===== src/cmam_cfg.svh =====
/*
  Constants of the core memory map block: core register offsets, bank
  partitioning, vectors, pointer space and stack size.
  Assumes it is included by bare name ahead of the package and the design.
*/
`ifndef CMAM_CFG_SVH
`define CMAM_CFG_SVH

// ----------------------------------------------------------------
// Core register offsets within every bank
// ----------------------------------------------------------------
`define CMAM_OFS_INDIRECT_PORT_0  7'h00
`define CMAM_OFS_INDIRECT_PORT_1  7'h01
`define CMAM_OFS_PC_LOW           7'h02
`define CMAM_OFS_CPU_FLAGS        7'h03
`define CMAM_OFS_PTR0_LOW         7'h04
`define CMAM_OFS_PTR0_HIGH        7'h05
`define CMAM_OFS_PTR1_LOW         7'h06
`define CMAM_OFS_PTR1_HIGH        7'h07
`define CMAM_OFS_BANK_SELECT      7'h08
`define CMAM_OFS_WORKING          7'h09
`define CMAM_OFS_PC_LATCH_HIGH    7'h0a
`define CMAM_OFS_INT_CONTROL      7'h0b

// ----------------------------------------------------------------
// Bank partitioning
// ----------------------------------------------------------------
`define CMAM_PERIPH_FIRST         7'h0c
`define CMAM_GPR_FIRST            7'h20
`define CMAM_COMMON_FIRST         7'h70
`define CMAM_GPR_BYTES            13'h0050
`define CMAM_BANK_COUNT           32

// ----------------------------------------------------------------
// Program space, vectors, high endurance region
// ----------------------------------------------------------------
`define CMAM_RESET_VECTOR         15'h0000
`define CMAM_INT_VECTOR           15'h0004
`define CMAM_HEF_WORDS            15'h0080

// ----------------------------------------------------------------
// Pointer space, stack and CPU flags
// ----------------------------------------------------------------
`define CMAM_PTR_PROG_BIT         15
`define CMAM_LINEAR_TAG           3'h1
`define CMAM_STACK_DEPTH          16
`define CMAM_STACK_FULL           5'h10
`define CMAM_FLAGS_RESET          5'h18
`define CMAM_FLAGS_WR_MASK        5'h07

`endif


===== src/cmam_pkg.sv =====
/*
  Types of the core memory map block: sequencer states, data reference
  and the packed state record of the top module.
  Assumes cmam_cfg.svh is reachable by bare name.
*/
`include "cmam_cfg.svh"

package cmam_pkg;

  typedef enum logic [2:0] {
    CMAM_IDLE     = 3'b000,
    CMAM_RAM_WAIT = 3'b001,
    CMAM_RAM_CAP  = 3'b010,
    CMAM_PFM_WAIT = 3'b011,
    CMAM_PFM_XTRA = 3'b100,
    CMAM_PFM_CAP  = 3'b101
  } cmam_state_e;

  typedef struct packed {
    logic        hit;
    logic        core;
    logic [11:0] addr;
  } cmam_dref_s;

  typedef struct packed {
    cmam_state_e                          st;
    logic [14:0]                          pc;
    logic [6:0]                           latch_high;
    logic [4:0]                           flags;
    logic [4:0]                           bank_select;
    logic [7:0]                           working_register;
    logic [7:0]                           interrupt_control;
    logic [15:0]                          ptr0;
    logic [15:0]                          ptr1;
    logic [7:0]                           sh_working_register;
    logic [4:0]                           sh_flags;
    logic [4:0]                           sh_bsr;
    logic [6:0]                           sh_latch;
    logic [15:0]                          sh_ptr0;
    logic [15:0]                          sh_ptr1;
    logic [`CMAM_STACK_DEPTH-1:0][14:0]   stack;
    logic [4:0]                           sp;
    logic                                 ovf;
    logic                                 unf;
    logic                                 soft_rst;
    logic [14:0]                          pfm_addr;
    logic                                 pfm_rd;
    logic                                 hef;
    logic [11:0]                          ram_addr;
    logic                                 ram_re;
    logic                                 ram_we;
    logic [7:0]                           ram_wdata;
    logic                                 rd_valid;
    logic [7:0]                           rd_data;
    logic                                 busy;
  } cmam_regs_s;

endpackage


===== src/cmam_core.sv =====
/*
  Core memory map: program counter and vectors, return stack, two
  indirect pointers, core register window and banked data addressing.
  Assumes a program flash that answers a held address from the next cycle,
  and a data RAM that answers one cycle after a read strobe.
*/
`timescale 1ns/1ps
`default_nettype none
`include "cmam_cfg.svh"

module cmam_core
  import cmam_pkg::*;
#(
  parameter int PROG_WORDS = 1024,  // Implemented program words
  parameter int GPR_BANKS  = 2      // Banks that hold general RAM
) (
  input  wire logic        clk_i,                  // 200 MHz core clock
  input  wire logic        srst_i,                 // Synchronous reset, high
  input  wire logic        fetch_i,                // Advance program counter
  input  wire logic        call_i,                 // Push and jump
  input  wire logic        ret_i,                  // Pop into counter
  input  wire logic        irq_i,                  // Interrupt entry
  input  wire logic        retfie_i,               // Interrupt return
  input  wire logic [14:0] target_i,               // Call target
  input  wire logic        stack_reset_en_i,       // Stack fault reset enable
  input  wire logic [1:0]  stack_flag_clr_i,       // Clear {underflow, overflow}
  input  wire logic        file_rd_i,              // File register read
  input  wire logic        file_wr_i,              // File register write
  input  wire logic [6:0]  file_addr_i,            // Offset within bank
  input  wire logic [7:0]  file_wdata_i,           // Write data
  output logic             rd_valid_o,             // Read data valid pulse
  output logic [7:0]       rd_data_o,              // Read data
  output logic             busy_o,                 // Read in progress
  output logic [14:0]      pc_o,                   // Program counter
  output logic [14:0]      pfm_addr_o,             // Program flash address
  output logic             pfm_rd_o,               // Data read from flash
  input  wire logic [13:0] pfm_data_i,             // Program flash word
  output logic             hef_region_o,           // Address in endurance area
  output logic [11:0]      ram_addr_o,             // Banked data address
  output logic             ram_re_o,               // RAM read strobe
  output logic             ram_we_o,               // RAM write strobe
  output logic [7:0]       ram_wdata_o,            // RAM write data
  input  wire logic [7:0]  ram_rdata_i,            // RAM read data
  output logic             stack_overflow_flag_o,  // Sticky overflow
  output logic             stack_underflow_flag_o, // Sticky underflow
  output logic             soft_reset_o            // Software reset request
);

  // ----------------------------------------------------------------
  // Elaboration checks
  // ----------------------------------------------------------------
  if (PROG_WORDS < 256 || PROG_WORDS > 32768 || (PROG_WORDS & (PROG_WORDS - 1)) != 0) begin : g_bad_prog
    $error("PROG_WORDS must be a power of two from 256 to 32768");
  end
  if (GPR_BANKS < 1 || GPR_BANKS > `CMAM_BANK_COUNT) begin : g_bad_gpr
    $error("GPR_BANKS must be 1 to 32");
  end

  localparam logic [14:0] PC_MASK  = 15'(PROG_WORDS - 1);
  localparam logic [14:0] HEF_BASE = 15'(PROG_WORDS) - `CMAM_HEF_WORDS;
  localparam logic [12:0] LIN_SIZE = 13'(GPR_BANKS) * `CMAM_GPR_BYTES;

  cmam_regs_s q;
  cmam_regs_s d;

  // ----------------------------------------------------------------
  // Decoding functions
  // ----------------------------------------------------------------
  // bank and offset split
  function automatic cmam_dref_s data_ref(input logic [11:0] a);
    cmam_dref_s r;
    r.hit  = 1'b1;
    r.core = 1'b0;
    r.addr = a;
    if (a[6:0] < `CMAM_PERIPH_FIRST) begin
      r.core = 1'b1;
    end else if (a[6:0] >= `CMAM_COMMON_FIRST) begin
      r.addr = {5'h00, a[6:0]};
    end else if (a[6:0] >= `CMAM_GPR_FIRST && 32'(a[11:7]) >= GPR_BANKS) begin
      r.hit = 1'b0;
    end
    return r;
  endfunction

  // linear index to banked general RAM
  function automatic logic [11:0] lin_map(input logic [12:0] l);
    logic [12:0] rem;
    logic [4:0]  bank;
    rem  = l;
    bank = 5'h00;
    for (int i = 0; i < `CMAM_BANK_COUNT - 1; i++) begin
      if (rem >= `CMAM_GPR_BYTES) begin
        rem  = rem - `CMAM_GPR_BYTES;
        bank = bank + 5'h01;
      end
    end
    return {bank, `CMAM_GPR_FIRST + rem[6:0]};
  endfunction

  // one pointer space for data and program
  // top bit clear selects data memory
  function automatic cmam_dref_s ptr_ref(input logic [15:0] p);
    cmam_dref_s r;
    r = '0;
    if (p[15:12] == 4'h0) begin
      r = data_ref(p[11:0]);
    end else if (p[15:13] == `CMAM_LINEAR_TAG && p[12:0] < LIN_SIZE) begin
      r.hit  = 1'b1;
      r.addr = lin_map(p[12:0]);
    end
    return r;
  endfunction

  function automatic logic [7:0] core_rd(input logic [6:0] off, input cmam_regs_s s);
    logic [7:0] v;
    v = 8'h00;
    unique case (off)
      `CMAM_OFS_PC_LOW:        v = s.pc[7:0];
      `CMAM_OFS_CPU_FLAGS:     v = {3'h0, s.flags};
      `CMAM_OFS_PTR0_LOW:      v = s.ptr0[7:0];
      `CMAM_OFS_PTR0_HIGH:     v = s.ptr0[15:8];
      `CMAM_OFS_PTR1_LOW:      v = s.ptr1[7:0];
      `CMAM_OFS_PTR1_HIGH:     v = s.ptr1[15:8];
      `CMAM_OFS_BANK_SELECT:   v = {3'h0, s.bank_select};
      `CMAM_OFS_WORKING:       v = s.working_register;
      `CMAM_OFS_PC_LATCH_HIGH: v = {1'b0, s.latch_high};
      `CMAM_OFS_INT_CONTROL:   v = s.interrupt_control;
      default:                 v = 8'h00;
    endcase
    return v;
  endfunction

  // ----------------------------------------------------------------
  // Next state
  // ----------------------------------------------------------------
  always_comb begin
    logic        take_rd;
    logic        take_wr;
    logic        indirect;
    logic [15:0] ptr;
    cmam_dref_s  ref_d;
    logic        core_wr;
    logic [6:0]  core_off;
    logic        push;
    logic        pop;
    take_rd  = 1'b0;
    take_wr  = 1'b0;
    indirect = 1'b0;
    ptr      = 16'h0000;
    ref_d    = '0;
    core_wr  = 1'b0;
    core_off = 7'h00;
    push     = 1'b0;
    pop      = 1'b0;
    d          = q;
    d.ram_re   = 1'b0;
    d.ram_we   = 1'b0;
    d.rd_valid = 1'b0;
    d.soft_rst = 1'b0;

    // Reads are refused while one is in flight; a write is dropped only when a read is taken
    take_rd  = file_rd_i && (q.st == CMAM_IDLE);
    take_wr  = file_wr_i && !take_rd;
    indirect = file_addr_i == `CMAM_OFS_INDIRECT_PORT_0 || file_addr_i == `CMAM_OFS_INDIRECT_PORT_1;
    ptr      = file_addr_i[0] ? q.ptr1 : q.ptr0;
    // direct access banked by bank select
    ref_d    = indirect ? ptr_ref(ptr) : data_ref({q.bank_select, file_addr_i});

    unique case (q.st)
      CMAM_IDLE: begin
        if (take_rd) begin
          // top bit steers to program memory
          if (indirect && ptr[`CMAM_PTR_PROG_BIT]) begin
            d.pfm_addr = ptr[14:0] & PC_MASK;
            d.pfm_rd   = 1'b1;
            d.st       = CMAM_PFM_WAIT;
          end else if (!ref_d.hit) begin
            d.rd_valid = 1'b1;
            d.rd_data  = 8'h00;
          end else if (ref_d.core) begin
            d.rd_valid = 1'b1;
            d.rd_data  = (indirect && ref_d.addr[6:1] == 6'h00) ? 8'h00 : core_rd(ref_d.addr[6:0], q);
          end else begin
            d.ram_addr = ref_d.addr;
            d.ram_re   = 1'b1;
            d.st       = CMAM_RAM_WAIT;
          end
        end
      end
      CMAM_RAM_WAIT: d.st = CMAM_RAM_CAP;
      CMAM_RAM_CAP: begin
        d.rd_valid = 1'b1;
        d.rd_data  = ram_rdata_i;
        d.st       = CMAM_IDLE;
      end
      CMAM_PFM_WAIT: d.st = CMAM_PFM_XTRA;
      CMAM_PFM_XTRA: d.st = CMAM_PFM_CAP;
      CMAM_PFM_CAP: begin
        // low byte of the word only
        d.rd_valid = 1'b1;
        d.rd_data  = pfm_data_i[7:0];
        d.pfm_rd   = 1'b0;
        d.st       = CMAM_IDLE;
      end
      default: d.st = CMAM_IDLE;
    endcase

    if (take_wr) begin
      if (indirect && ptr[`CMAM_PTR_PROG_BIT]) begin
        core_wr = 1'b0;
      end else if (ref_d.hit && ref_d.core) begin
        core_wr  = !(indirect && ref_d.addr[6:1] == 6'h00);
        core_off = ref_d.addr[6:0];
      end else if (ref_d.hit) begin
        d.ram_addr  = ref_d.addr;
        d.ram_wdata = file_wdata_i;
        d.ram_we    = 1'b1;
      end
    end

    if (core_wr) begin
      unique case (core_off)
        `CMAM_OFS_PC_LOW:        d.pc = {q.latch_high, file_wdata_i} & PC_MASK;
        `CMAM_OFS_CPU_FLAGS:     d.flags = (q.flags & ~`CMAM_FLAGS_WR_MASK) |
                                           (file_wdata_i[4:0] & `CMAM_FLAGS_WR_MASK);
        `CMAM_OFS_PTR0_LOW:      d.ptr0[7:0] = file_wdata_i;
        `CMAM_OFS_PTR0_HIGH:     d.ptr0[15:8] = file_wdata_i;
        `CMAM_OFS_PTR1_LOW:      d.ptr1[7:0] = file_wdata_i;
        `CMAM_OFS_PTR1_HIGH:     d.ptr1[15:8] = file_wdata_i;
        `CMAM_OFS_BANK_SELECT:   d.bank_select = file_wdata_i[4:0];
        `CMAM_OFS_WORKING:       d.working_register = file_wdata_i;
        `CMAM_OFS_PC_LATCH_HIGH: d.latch_high = file_wdata_i[6:0];
        `CMAM_OFS_INT_CONTROL:   d.interrupt_control = file_wdata_i;
        default:                 d.working_register = d.working_register;
      endcase
    end

    // ----------------------------------------------------------------
    // Program flow; control beats a same-cycle counter write, except a pop that underflows
    // ----------------------------------------------------------------
    push = irq_i || (call_i && !retfie_i);
    pop  = !irq_i && (retfie_i || (!call_i && ret_i));
    if (irq_i) begin
      d.pc = `CMAM_INT_VECTOR;
      d.sh_working_register  = q.working_register;
      d.sh_flags = q.flags;
      d.sh_bsr   = q.bank_select;
      d.sh_latch = q.latch_high;
      d.sh_ptr0  = q.ptr0;
      d.sh_ptr1  = q.ptr1;
    end else if (call_i) begin
      d.pc = target_i & PC_MASK;
    end else if (fetch_i && !pop) begin
      d.pc = (q.pc + 15'h0001) & PC_MASK;
    end

    if (push) begin
      if (q.sp == `CMAM_STACK_FULL) begin
        d.ovf      = 1'b1;
        d.soft_rst = stack_reset_en_i;
      end else begin
        d.stack[q.sp[3:0]] = q.pc;
        d.sp               = q.sp + 5'h01;
      end
    end else if (pop) begin
      if (q.sp == 5'h00) begin
        d.unf      = 1'b1;
        d.soft_rst = stack_reset_en_i;
      end else begin
        d.pc = q.stack[q.sp[3:0] - 4'h1] & PC_MASK;
        d.sp = q.sp - 5'h01;
      end
      if (retfie_i) begin
        d.working_register       = q.sh_working_register;
        d.flags      = q.sh_flags;
        d.bank_select        = q.sh_bsr;
        d.latch_high = q.sh_latch;
        d.ptr0       = q.sh_ptr0;
        d.ptr1       = q.sh_ptr1;
      end
    end

    // Set wins over a same-cycle clear
    if (stack_flag_clr_i[0] && !(push && q.sp == `CMAM_STACK_FULL)) begin
      d.ovf = 1'b0;
    end
    if (stack_flag_clr_i[1] && !(pop && q.sp == 5'h00)) begin
      d.unf = 1'b0;
    end

    // Flash follows the counter unless a data read holds it
    if (d.st == CMAM_IDLE) begin
      d.pfm_addr = d.pc;
    end
    d.hef  = d.pfm_addr >= HEF_BASE;
    d.busy = d.st != CMAM_IDLE;
  end

  // ----------------------------------------------------------------
  // State register
  // ----------------------------------------------------------------
  always_ff @(posedge clk_i) begin
    if (srst_i) begin
      q          <= '0;
      q.st       <= CMAM_IDLE;
      q.pc       <= `CMAM_RESET_VECTOR;
      q.pfm_addr <= `CMAM_RESET_VECTOR;
      q.flags    <= `CMAM_FLAGS_RESET;
    end else begin
      q <= d;
    end
  end

  assign rd_valid_o             = q.rd_valid;
  assign rd_data_o              = q.rd_data;
  assign busy_o                 = q.busy;
  assign pc_o                   = q.pc;
  assign pfm_addr_o             = q.pfm_addr;
  assign pfm_rd_o               = q.pfm_rd;
  assign hef_region_o           = q.hef;
  assign ram_addr_o             = q.ram_addr;
  assign ram_re_o               = q.ram_re;
  assign ram_we_o               = q.ram_we;
  assign ram_wdata_o            = q.ram_wdata;
  assign stack_overflow_flag_o  = q.ovf;
  assign stack_underflow_flag_o = q.unf;
  assign soft_reset_o           = q.soft_rst;

endmodule
`default_nettype wire


===== config.mk =====
export PLATFORM = sky130hd
export DESIGN_NAME = cmam_core
export DESIGN_NICKNAME = d
export VERILOG_FILES = /design/src/cmam_pkg.sv /design/src/cmam_core.sv
export VERILOG_INCLUDE_DIRS = /design/src
export SDC_FILE = /design/constraint.sdc
export NUM_CORES = 1
export LEC_CHECK = 0
export BUFFER_PORTS_ARGS = -buffer_cell sky130_fd_sc_hd__buf_4
export CAP_MARGIN = 20
export CORE_MARGIN = 10
export CORE_UTILIZATION = 55
export CTS_CLUSTER_SIZE = 12
export DETAILED_ROUTE_END_ITERATION = 12
export PLACE_DENSITY = 0.72
export SLEW_MARGIN = 10
export SYNTH_ARGS = -nofsm -noshare
export SYNTH_HDL_FRONTEND = slang
export SYNTH_SLANG_ARGS = --single-unit

===== constraint.sdc =====
create_clock -name clk_i -period 155.5 [get_ports clk_i]
set_clock_uncertainty 0.15 [all_clocks]
set_input_delay 31.1 -clock clk_i [delete_from_list [all_inputs] [get_ports clk_i]]
set_output_delay 31.1 -clock clk_i [all_outputs]
set_load 0.01 [all_outputs]

* After elaboration in Yosys (flattened, before gate mapping)
Cells that the tools add are included.
Storage, ports and cells: word-level logic and storage cells 518, flip-flop bits (word level) 437
Cells by class: equality and inequality tests 34, add/subtract/negate cells 66, $lt $le $gt $ge 44, bitwise operators 9, mux-type cells 270, reduce and logical (&&, ||, !) cells 50
Operator list (number):
- $mux W13 | 95
- $mux W5 | 96
- $ge A13 B7 Y1 const B | 31
- $sub A13 B7 Y13 const B | 30
- $bwmux W240 | 1
- $add A5 B1 Y5 const B | 31
- $mux W12 | 10
- $mux W15 | 8
- $mux W32 | 3
- $mux W40 | 2
- $mux W80 | 1
- $pmux W8 S10 | 1
- $bmux W15 S4 | 1
- $demux W15 S4 | 1
- $eq A7 B3 Y1 const B | 8
- $eq A7 B4 Y1 const B | 8
- $mux W8 | 7
- $mux W7 | 7
- $mux W16 | 3
- $mux W9 | 5
- $eq A7 B2 Y1 const B | 4
- $pmux W9 S3 | 1
- $mux W25 | 1
- $mux W1 | 19
- other kinds (44) | 99

* Longest topological paths before layout
Gate-level depths: netlist (run 1).
depth in word-level cells 144, mapped depth 237, mapped depth without buffers 204

* Least setup slack after synthesis (run 1)
Ideal clock, no wire load.
kind input to register, start input port file_addr_i[0], end register q[362] (netlist bit), setup time 132 ps, stages 217, slack 81078 ps, arrival 74140 ps, data required time 155218 ps, path through buf_4 > buf_6 > mux2i_1 > inv_1 > ha_1 > o211a_1 > a211o_2 > clkinv_4 > xnor2_1 > inv_2 > ha_1 > nand2_1 > inv_1 > o211ai_1 > nand3_1 > inv_2 > xnor2_1 > inv_2 > (+181 left out) > a21oi_2 > nor3_4 > mux2i_2 > inv_2 > ha_1 > and2_1 > o32ai_1 > and3_1 > buf_2 > xor2_1 > o211a_1 > buf_2 > a41o_1 > buf_4 > nor4_4 > mux2_1 > nand2_1 > a21oi_1
On the way: cells in the longest elaborated chain, start to end 139, elaborated cells between the ends (all ways) 208, those cells by class add/sub: 32; order compare: 39; eq/ne: 3; mux: 123; reduce/logical: 11
Ends and longest elaborated chain:
- start: declaration | RTL line cmam_core.sv:29 | input wire logic [6:0] file_addr_i,
- parallel branches: the longest is 135 deep, another holds $sub A13 B7 Y13
- $mux W80 (*) | RTL line cmam_core.sv:221 | if (core_wr) begin
- $mux W32 | RTL line cmam_core.sv:273 | if (retfie_i) begin
- $mux W32 | RTL line cmam_core.sv:265 | end else if (pop) begin
- $mux W32 (*) | RTL line cmam_core.sv:257 | if (push) begin
- end: declaration | RTL line cmam_core.sv:63 | cmam_regs_s q;
Every way passes the cells marked *. The select of a mux whose other input is x is not followed. A chain may end at the register's enable or synchronous reset.

* Worst setup path in the final report (run 1)
start input port file_addr_i[0], end register q[400] (netlist bit)
On the way: cells in the longest elaborated chain, start to end 139, elaborated cells between the ends (all ways) 208, those cells by class add/sub: 32; order compare: 39; eq/ne: 3; mux: 123; reduce/logical: 11
Ends and longest elaborated chain (RTL line):
- parallel branches: the longest is 135 deep, another holds $sub A13 B7 Y13
- $mux W80 (*) | cmam_core.sv:221
- $mux W25 | cmam_core.sv:273
- $mux W40 | cmam_core.sv:265
- $mux W40 (*) | cmam_core.sv:257
Marked as above.

==> impl_metrics.csv, run 1 <==
group,metric,value,unit
final_layout,syn_to_final_growth,5.26,%
global_route,gr-usage-all-layers,25.5,%
floorplan,num_rows,93,
clocking,cts_tree,"built",
logic_synthesis,synth_simple_gate_area_share,23.7,%
routing,vias_per_cell,6.51,
logic_synthesis,synth_xor_area_share,6.23,%
setup_path,crit_type,"input port to register",
logic_synthesis,synth_flop_cell,"dfxtp_1",
final_layout,nets,4691,
status,status,"complete, no violations",
clocking,ctsResizeCount,0,
floorplan,core_area,64700,sq um
logic_synthesis,synth_compound_area_share,27.6,%
clocking,clockBufferDepth,3,
global_route,grt_pass1_vias,32600,
hold_path,hp-start,"q[328]",
setup_path,crit_path_end_kind,"register",
routing,totalWireLength,105,mm
final_layout,drive_above_1_share,11.5,%
global_route,antenna_found_initial,1,
routing,drc,0,
setup_path,cp.arrival,84.29,ns
clocking,post_cts_buffers,0,
routing,ant_nets,0,
final_layout,layout_common_cells,"nor2_1, nand2_1, dfxtp_1, a21oi_1, mux2i_1",
logic_synthesis,netlist_area,36100,sq um
timing,finalSetupViolations,0,
final_layout,layout_commonest_cell,"nor2_1",
logic_synthesis,synthMuxAreaShare,13.6,%
timing,worst_pin_slew,1.14,ns
timing,period_needed,84.07,ns
logic_synthesis,synthAdderAreaFrac,3.62,%
timing,layout_setup_ws,71.43,ns
logic_synthesis,synth_edf_count,0,
timing,tns,0,ns
hold_path,min_path_cells,2,
clocking,cts_hold_buf,0,
run,maxCapViolCount,0,
clocking,h-tree-depth,2,
setup_path,reg2reg_to,"q[400]",
setup_path,crit_fanout,41,
clocking,cts_buffers,37,
logic_synthesis,synth-seq-area-share,19.8,%
placed_design,pre_cts_ws,71.71,ns
global_route,grt_start_max_net_pins,211,
placed_design,gp_congestion,0.945,
clocking,root_buffer,"clkbuf_16",
logic_synthesis,synth_top_family_by_area,"compound AO/OA/AOI/OAI gates",
global_route,grt_pass1_wl,170,mm
setup_path,ff2ff_path_depth,197,
floorplan,dieArea,76200,sq um
routing,dr.pass1.iters,6,
floorplan,fp.dieW,276,microns
clocking,clk_latency,0.54,ns
placed_design,io_buffers,119,
logic_synthesis,ys_seq_elements,357,
global_route,grt_overflow,0,
floorplan,start_util,55.7,%
logic_synthesis,ys_async_sr_fraction,0,%
setup_path,worst_path_max_delay_cell,"a2111oi_4",
hold_path,hold_class,"register to register",
setup_path,slowest_delay,0.86,ns
setup_path,crit_path_frequent_cell,"ha_1",
timing,holdWs,0.298,ns
setup_path,r2r_start,"q[358]",
clocking,clkSinkCount,357,
logic_synthesis,syn_inst,4630,
timing,period_share,54.1,%
floorplan,io_pins,131,
timing,drv_slew,0,
timing,max_freq,0.0119,GHz
floorplan,die_h,276,microns
timing,final_hold_viol_count,0,
logic_synthesis,yosys_warnings,0,
setup_path,start_kind,"input port",
routing,dr_total_vias,35100,
routing,drt-initial-drc-count,3448,
timing,rsz0062_at_grt,"false",
logic_synthesis,synth_cell_types,151,
setup_path,required,155.72,ns
routing,routedWlPerCell,19.5,microns
setup_path,r2r_setup_slack,102.14,ns
hold_path,whs_endpoint,"q[385]",
logic_synthesis,syn_nets,4796,
placed_design,dpl.hpwl,77.5,mm
logic_synthesis,syn_area_per_cell,7.79,sq um
timing,relSlewSlack,24.1,%
clocking,clkSlewWorstSetupHoldPaths,0.06,ns
[flip-flops by register name (all words and copies together) (netlist names), 8 cells and up]
signal,flops
q,290
pc_o,15
pfm_addr_o,15
ram_addr_o,12
ram_wdata_o,8
rd_data_o,8
[synthesized netlist by cell type, types with 49 or more instances]
| library cell | instances | share of area (%) |
|---|---|---|
| nand3_1 | 163 | 2.3 |
| inv_1 | 99 | 1.0 |
| nand4_1 | 49 | 0.85 |
| nor3_1 | 103 | 1.4 |
| clkbuf_1 | 150 | 1.6 |
| a21o_1 | 55 | 1.1 |
| dfxtp_1 | 357 | 20 |
| mux2_1 | 60 | 1.9 |
| a21oi_1 | 292 | 4.1 |
| and3_1 | 61 | 1.1 |
| nand2_1 | 471 | 4.9 |
| a211oi_1 | 55 | 1.1 |
| o21ai_0 | 142 | 2.0 |
| mux2i_1 | 267 | 7.4 |
| nor2_1 | 542 | 5.6 |
| o21ai_1 | 58 | 0.81 |
| and2_1 | 60 | 1.0 |
| ha_1 | 101 | 3.5 |
| o211ai_1 | 64 | 1.3 |
| xnor2_1 | 185 | 4.5 |
| buf_4 | 74 | 1.5 |
| xor2_1 | 56 | 1.4 |
[critical path: cells and delay by family]
kind                       cells  cell delay [ns]
AOI/OAI and AO/OA             48            14.24
muxes                         10             4.24
adders and majority gates     27             6.12
and+or+nand+nor               68            18.10
buffers and inverters         28             4.96
xor gates and xnor gates      17             5.39
[area by class of cell]
cell class / count / area, sq um
inverter: 114 / 433
multi-input combinational: 3858 / 27000
tap: 855 / 1070
clock inverter: 4 / 30.0
fill: 6134 / 26800
timing repair buffer: 157 / 1200
clock buffer: 48 / 1040
sequential: 357 / 7150
antenna: 1 / 2.50
[logic make-up (layout without fill, tap and decap cells)]
group | after synthesis | after routing
muxes | 421 | 421
and+or+nand+nor | 1753 | 1753
DFF | 357 | 357
AOI/OAI and AO/OA | 1331 | 1331
xor gates and xnor gates | 249 | 249
adders and majority gates | 104 | 104
buffers and inverters | 415 | 323
other | 0 | 1
[metal layers]
metal / global-route usage [%] / part of all wire, % / up-vias
met3: 3.14 / 6.2 / 175
met5: 0 / 0 / -
li1: - / - / 17100
met2: 42.4 / 46 / 1188
met1: 34.3 / 45 / 16700
met4: 6.88 / 2.4 / 0
[metrics by stage]
stage               cell area, sq um  cells  utilization (%)
finish                         37900   5394             58.7
global route                   37900   5393             58.6
floorplan                      36100   4630                -
detailed placement             36900   5340             57.0
CTS                            37900   5392             58.6
global placement               36900   5340             57.0
[worst max path at each step]
stage,startpoint,endpoint,slack (ns),cells after the start
finish,file_addr_i[0],q[400],71.43,198
floorplan,file_addr_i[0],q[362],81.08,217
CTS,file_addr_i[0],q[415],72.13,198
detailed placement,file_addr_i[0],q[414],71.71,198
global placement,file_addr_i[0],q[418],72.09,197
global route,file_addr_i[0],q[401],67.27,197
Power of run 1 is not shown: default switching activity piles up to over one toggle a cycle in this logic, so the estimate is an artifact.
==> run 2: changes to the inputs <==
==> constraint.sdc (replaced) <==
create_clock -name clk_i -period 79 [get_ports clk_i]
set_clock_uncertainty 0.15 [all_clocks]
set_input_delay 15.8 -clock clk_i [delete_from_list [all_inputs] [get_ports clk_i]]
set_output_delay 15.8 -clock clk_i [all_outputs]
set_load 0.01 [all_outputs]
==> impl_metrics.csv, run 2 (same netlist as run 1, synthesis figures left out) <==
group,metric,value,unit
floorplan,start_util,55.7,%
clocking,clkSlewWorstSetupHoldPaths,0.05,ns
setup_path,crit_path_end_kind,"register",
final_layout,antenna_cells,0,
final_layout,layout_common_cells,"nor2_1, nand2_1, dfxtp_1, a21oi_1, mux2i_1",
setup_path,r2r_setup_slack,26.08,ns
setup_path,ff2ff_path_depth,198,
floorplan,fp.dieW,276,microns
final_layout,top_register,"q",
timing,worst_pin_slew,1.17,ns
setup_path,reg2reg_to,"q[399]",
final_layout,nets,4690,
setup_path,slowest_delay,0.89,ns
clocking,cts_tree,"built",
clocking,cts_hold_buf,0,
floorplan,io_pins,131,
routing,met3_length,6.71,mm
setup_path,crit_fanout,41,
setup_path,required,79.22,ns
timing,drv_slew,0,
timing,final_hold_viol_count,0,
routing,wl_met1,47.4,mm
routing,drc,0,
clocking,clk_latency,0.53,ns
hold_path,hold_class,"register to register",
clocking,clockBufferDepth,3,
clocking,ctsResizeCount,0,
global_route,grt_overflow,0,
global_route,gr-usage-all-layers,25.5,%
timing,relSlewSlack,22.1,%
setup_path,crit_end,"q[399]",
routing,ant_nets,0,
setup_path,cp.arrival,68.59,ns
global_route,grt_start_max_net_pins,210,
routing,vias_per_cell,6.49,
timing,period_needed,68.36,ns
placed_design,io_buffers,119,
timing,finalSetupViolations,0,
timing,tns,0,ns
run,maxCapViolCount,0,
floorplan,core_area,64700,sq um
final_layout,drive_above_1_share,11.5,%
clocking,h-tree-depth,2,
routing,wl_met2,47.9,mm
setup_path,setup.worst_path.start,"file_addr_i[0]",
routing,routedWlPerCell,19.4,microns
routing,highest_layer,"met4",
setup_path,r2r_start,"q[358]",
global_route,antenna_found_initial,1,
setup_path,crit_type,"input port to register",
placed_design,gp_congestion,0.957,
timing,period_share,86.5,%
final_layout,layout_commonest_cell,"nor2_1",
setup_path,start_kind,"input port",
routing,dr.pass1.iters,6,
timing,holdWs,0.297,ns
setup_path,worst_path_max_delay_cell,"a2111oi_4",
timing,rsz0062_at_grt,"false",
routing,dr_total_vias,35000,
clocking,root_buffer,"clkbuf_16",
global_route,grt_pass1_wl,170,mm
clocking,clkSinkCount,357,
routing,totalWireLength,105,mm
final_layout,syn_to_final_growth,5.16,%
floorplan,die_h,276,microns
floorplan,num_rows,93,
clocking,cts_buffers,36,
placed_design,dpl.hpwl,77.6,mm
final_layout,largest_reg_flops,290,
global_route,grt_pass1_vias,32400,
timing,max_freq,0.0146,GHz
floorplan,dieArea,76200,sq um
setup_path,crit_path_frequent_cell,"ha_1",
routing,drt-initial-drc-count,3149,
status,status,"complete, no violations",
clocking,post_cts_buffers,0,
-- run 2: cell types whose count changed in the layout (fill, tap and decap cells not counted), sizes merged --
cell      before  now
inv          111  109
diode          1    0
clkinv         6    7
clkinvlp       1    0
bufinv         0    1
clkbuf        48   45
-- run 2: worst min path at each step --
stage,startpoint,endpoint,slack (ns),depth (start not counted)
final,q[310],q[367],0.30,2
after detailed placement,q[311],q[368],0.29,2
after global routing,q[347],q[395],0.32,2
after floorplan,q[348],q[396],0.28,2
after CTS,q[317],q[374],0.30,2
after global placement,q[352],q[400],0.29,2
-- run 2: cell type report --
type | count | area, sq um
flip-flops and latches | 357 | 7150
inverters | 114 | 433
fillers | 6059 | 26800
clock inverters | 3 | 51.3
well taps | 855 | 1070
multi-input cells | 3858 | 27000
repair buffers | 157 | 1200
clock buffers | 45 | 987
-- run 2: worst max-delay path, delay by kind of cell --
| kind | cells | cell delay (ns) |
|---|---|---|
| AND/OR/NAND/NOR | 69 | 18.23 |
| AO/OA/AOI/OAI | 47 | 13.52 |
| adder cells (fa/ha/maj) | 27 | 6.05 |
| buffers and inverters | 29 | 5.21 |
| XOR/XNOR | 16 | 5.05 |
| multiplexers | 11 | 4.62 |
-- run 2: per-stage QoR --
| stage | setup slack (ns) | instances | instance area, sq um | utilization, % |
|---|---|---|---|---|
| 6_report | 10.64 | 5389 | 37900 | 58.6 |
| 5_1_grt | 6.55 | 5389 | 37900 | 58.6 |
| 4_1_cts | 11.30 | 5389 | 37900 | 58.6 |
| 3_5_place_dp | 10.91 | 5341 | 36900 | 57.0 |
| 3_3_place_gp | 11.26 | 5341 | 36900 | 57.0 |
| 2_1_floorplan | 19.88 | 4630 | 36100 | - |
-- run 2: metal layers --
layer  up-vias  GRT usage (%)
li1      17000              -
met1     16500           34.5
met2      1218           42.1
met3       172           3.03
met4         0           6.81
met5         -              0
Power of run 2 is left out for the same reason.
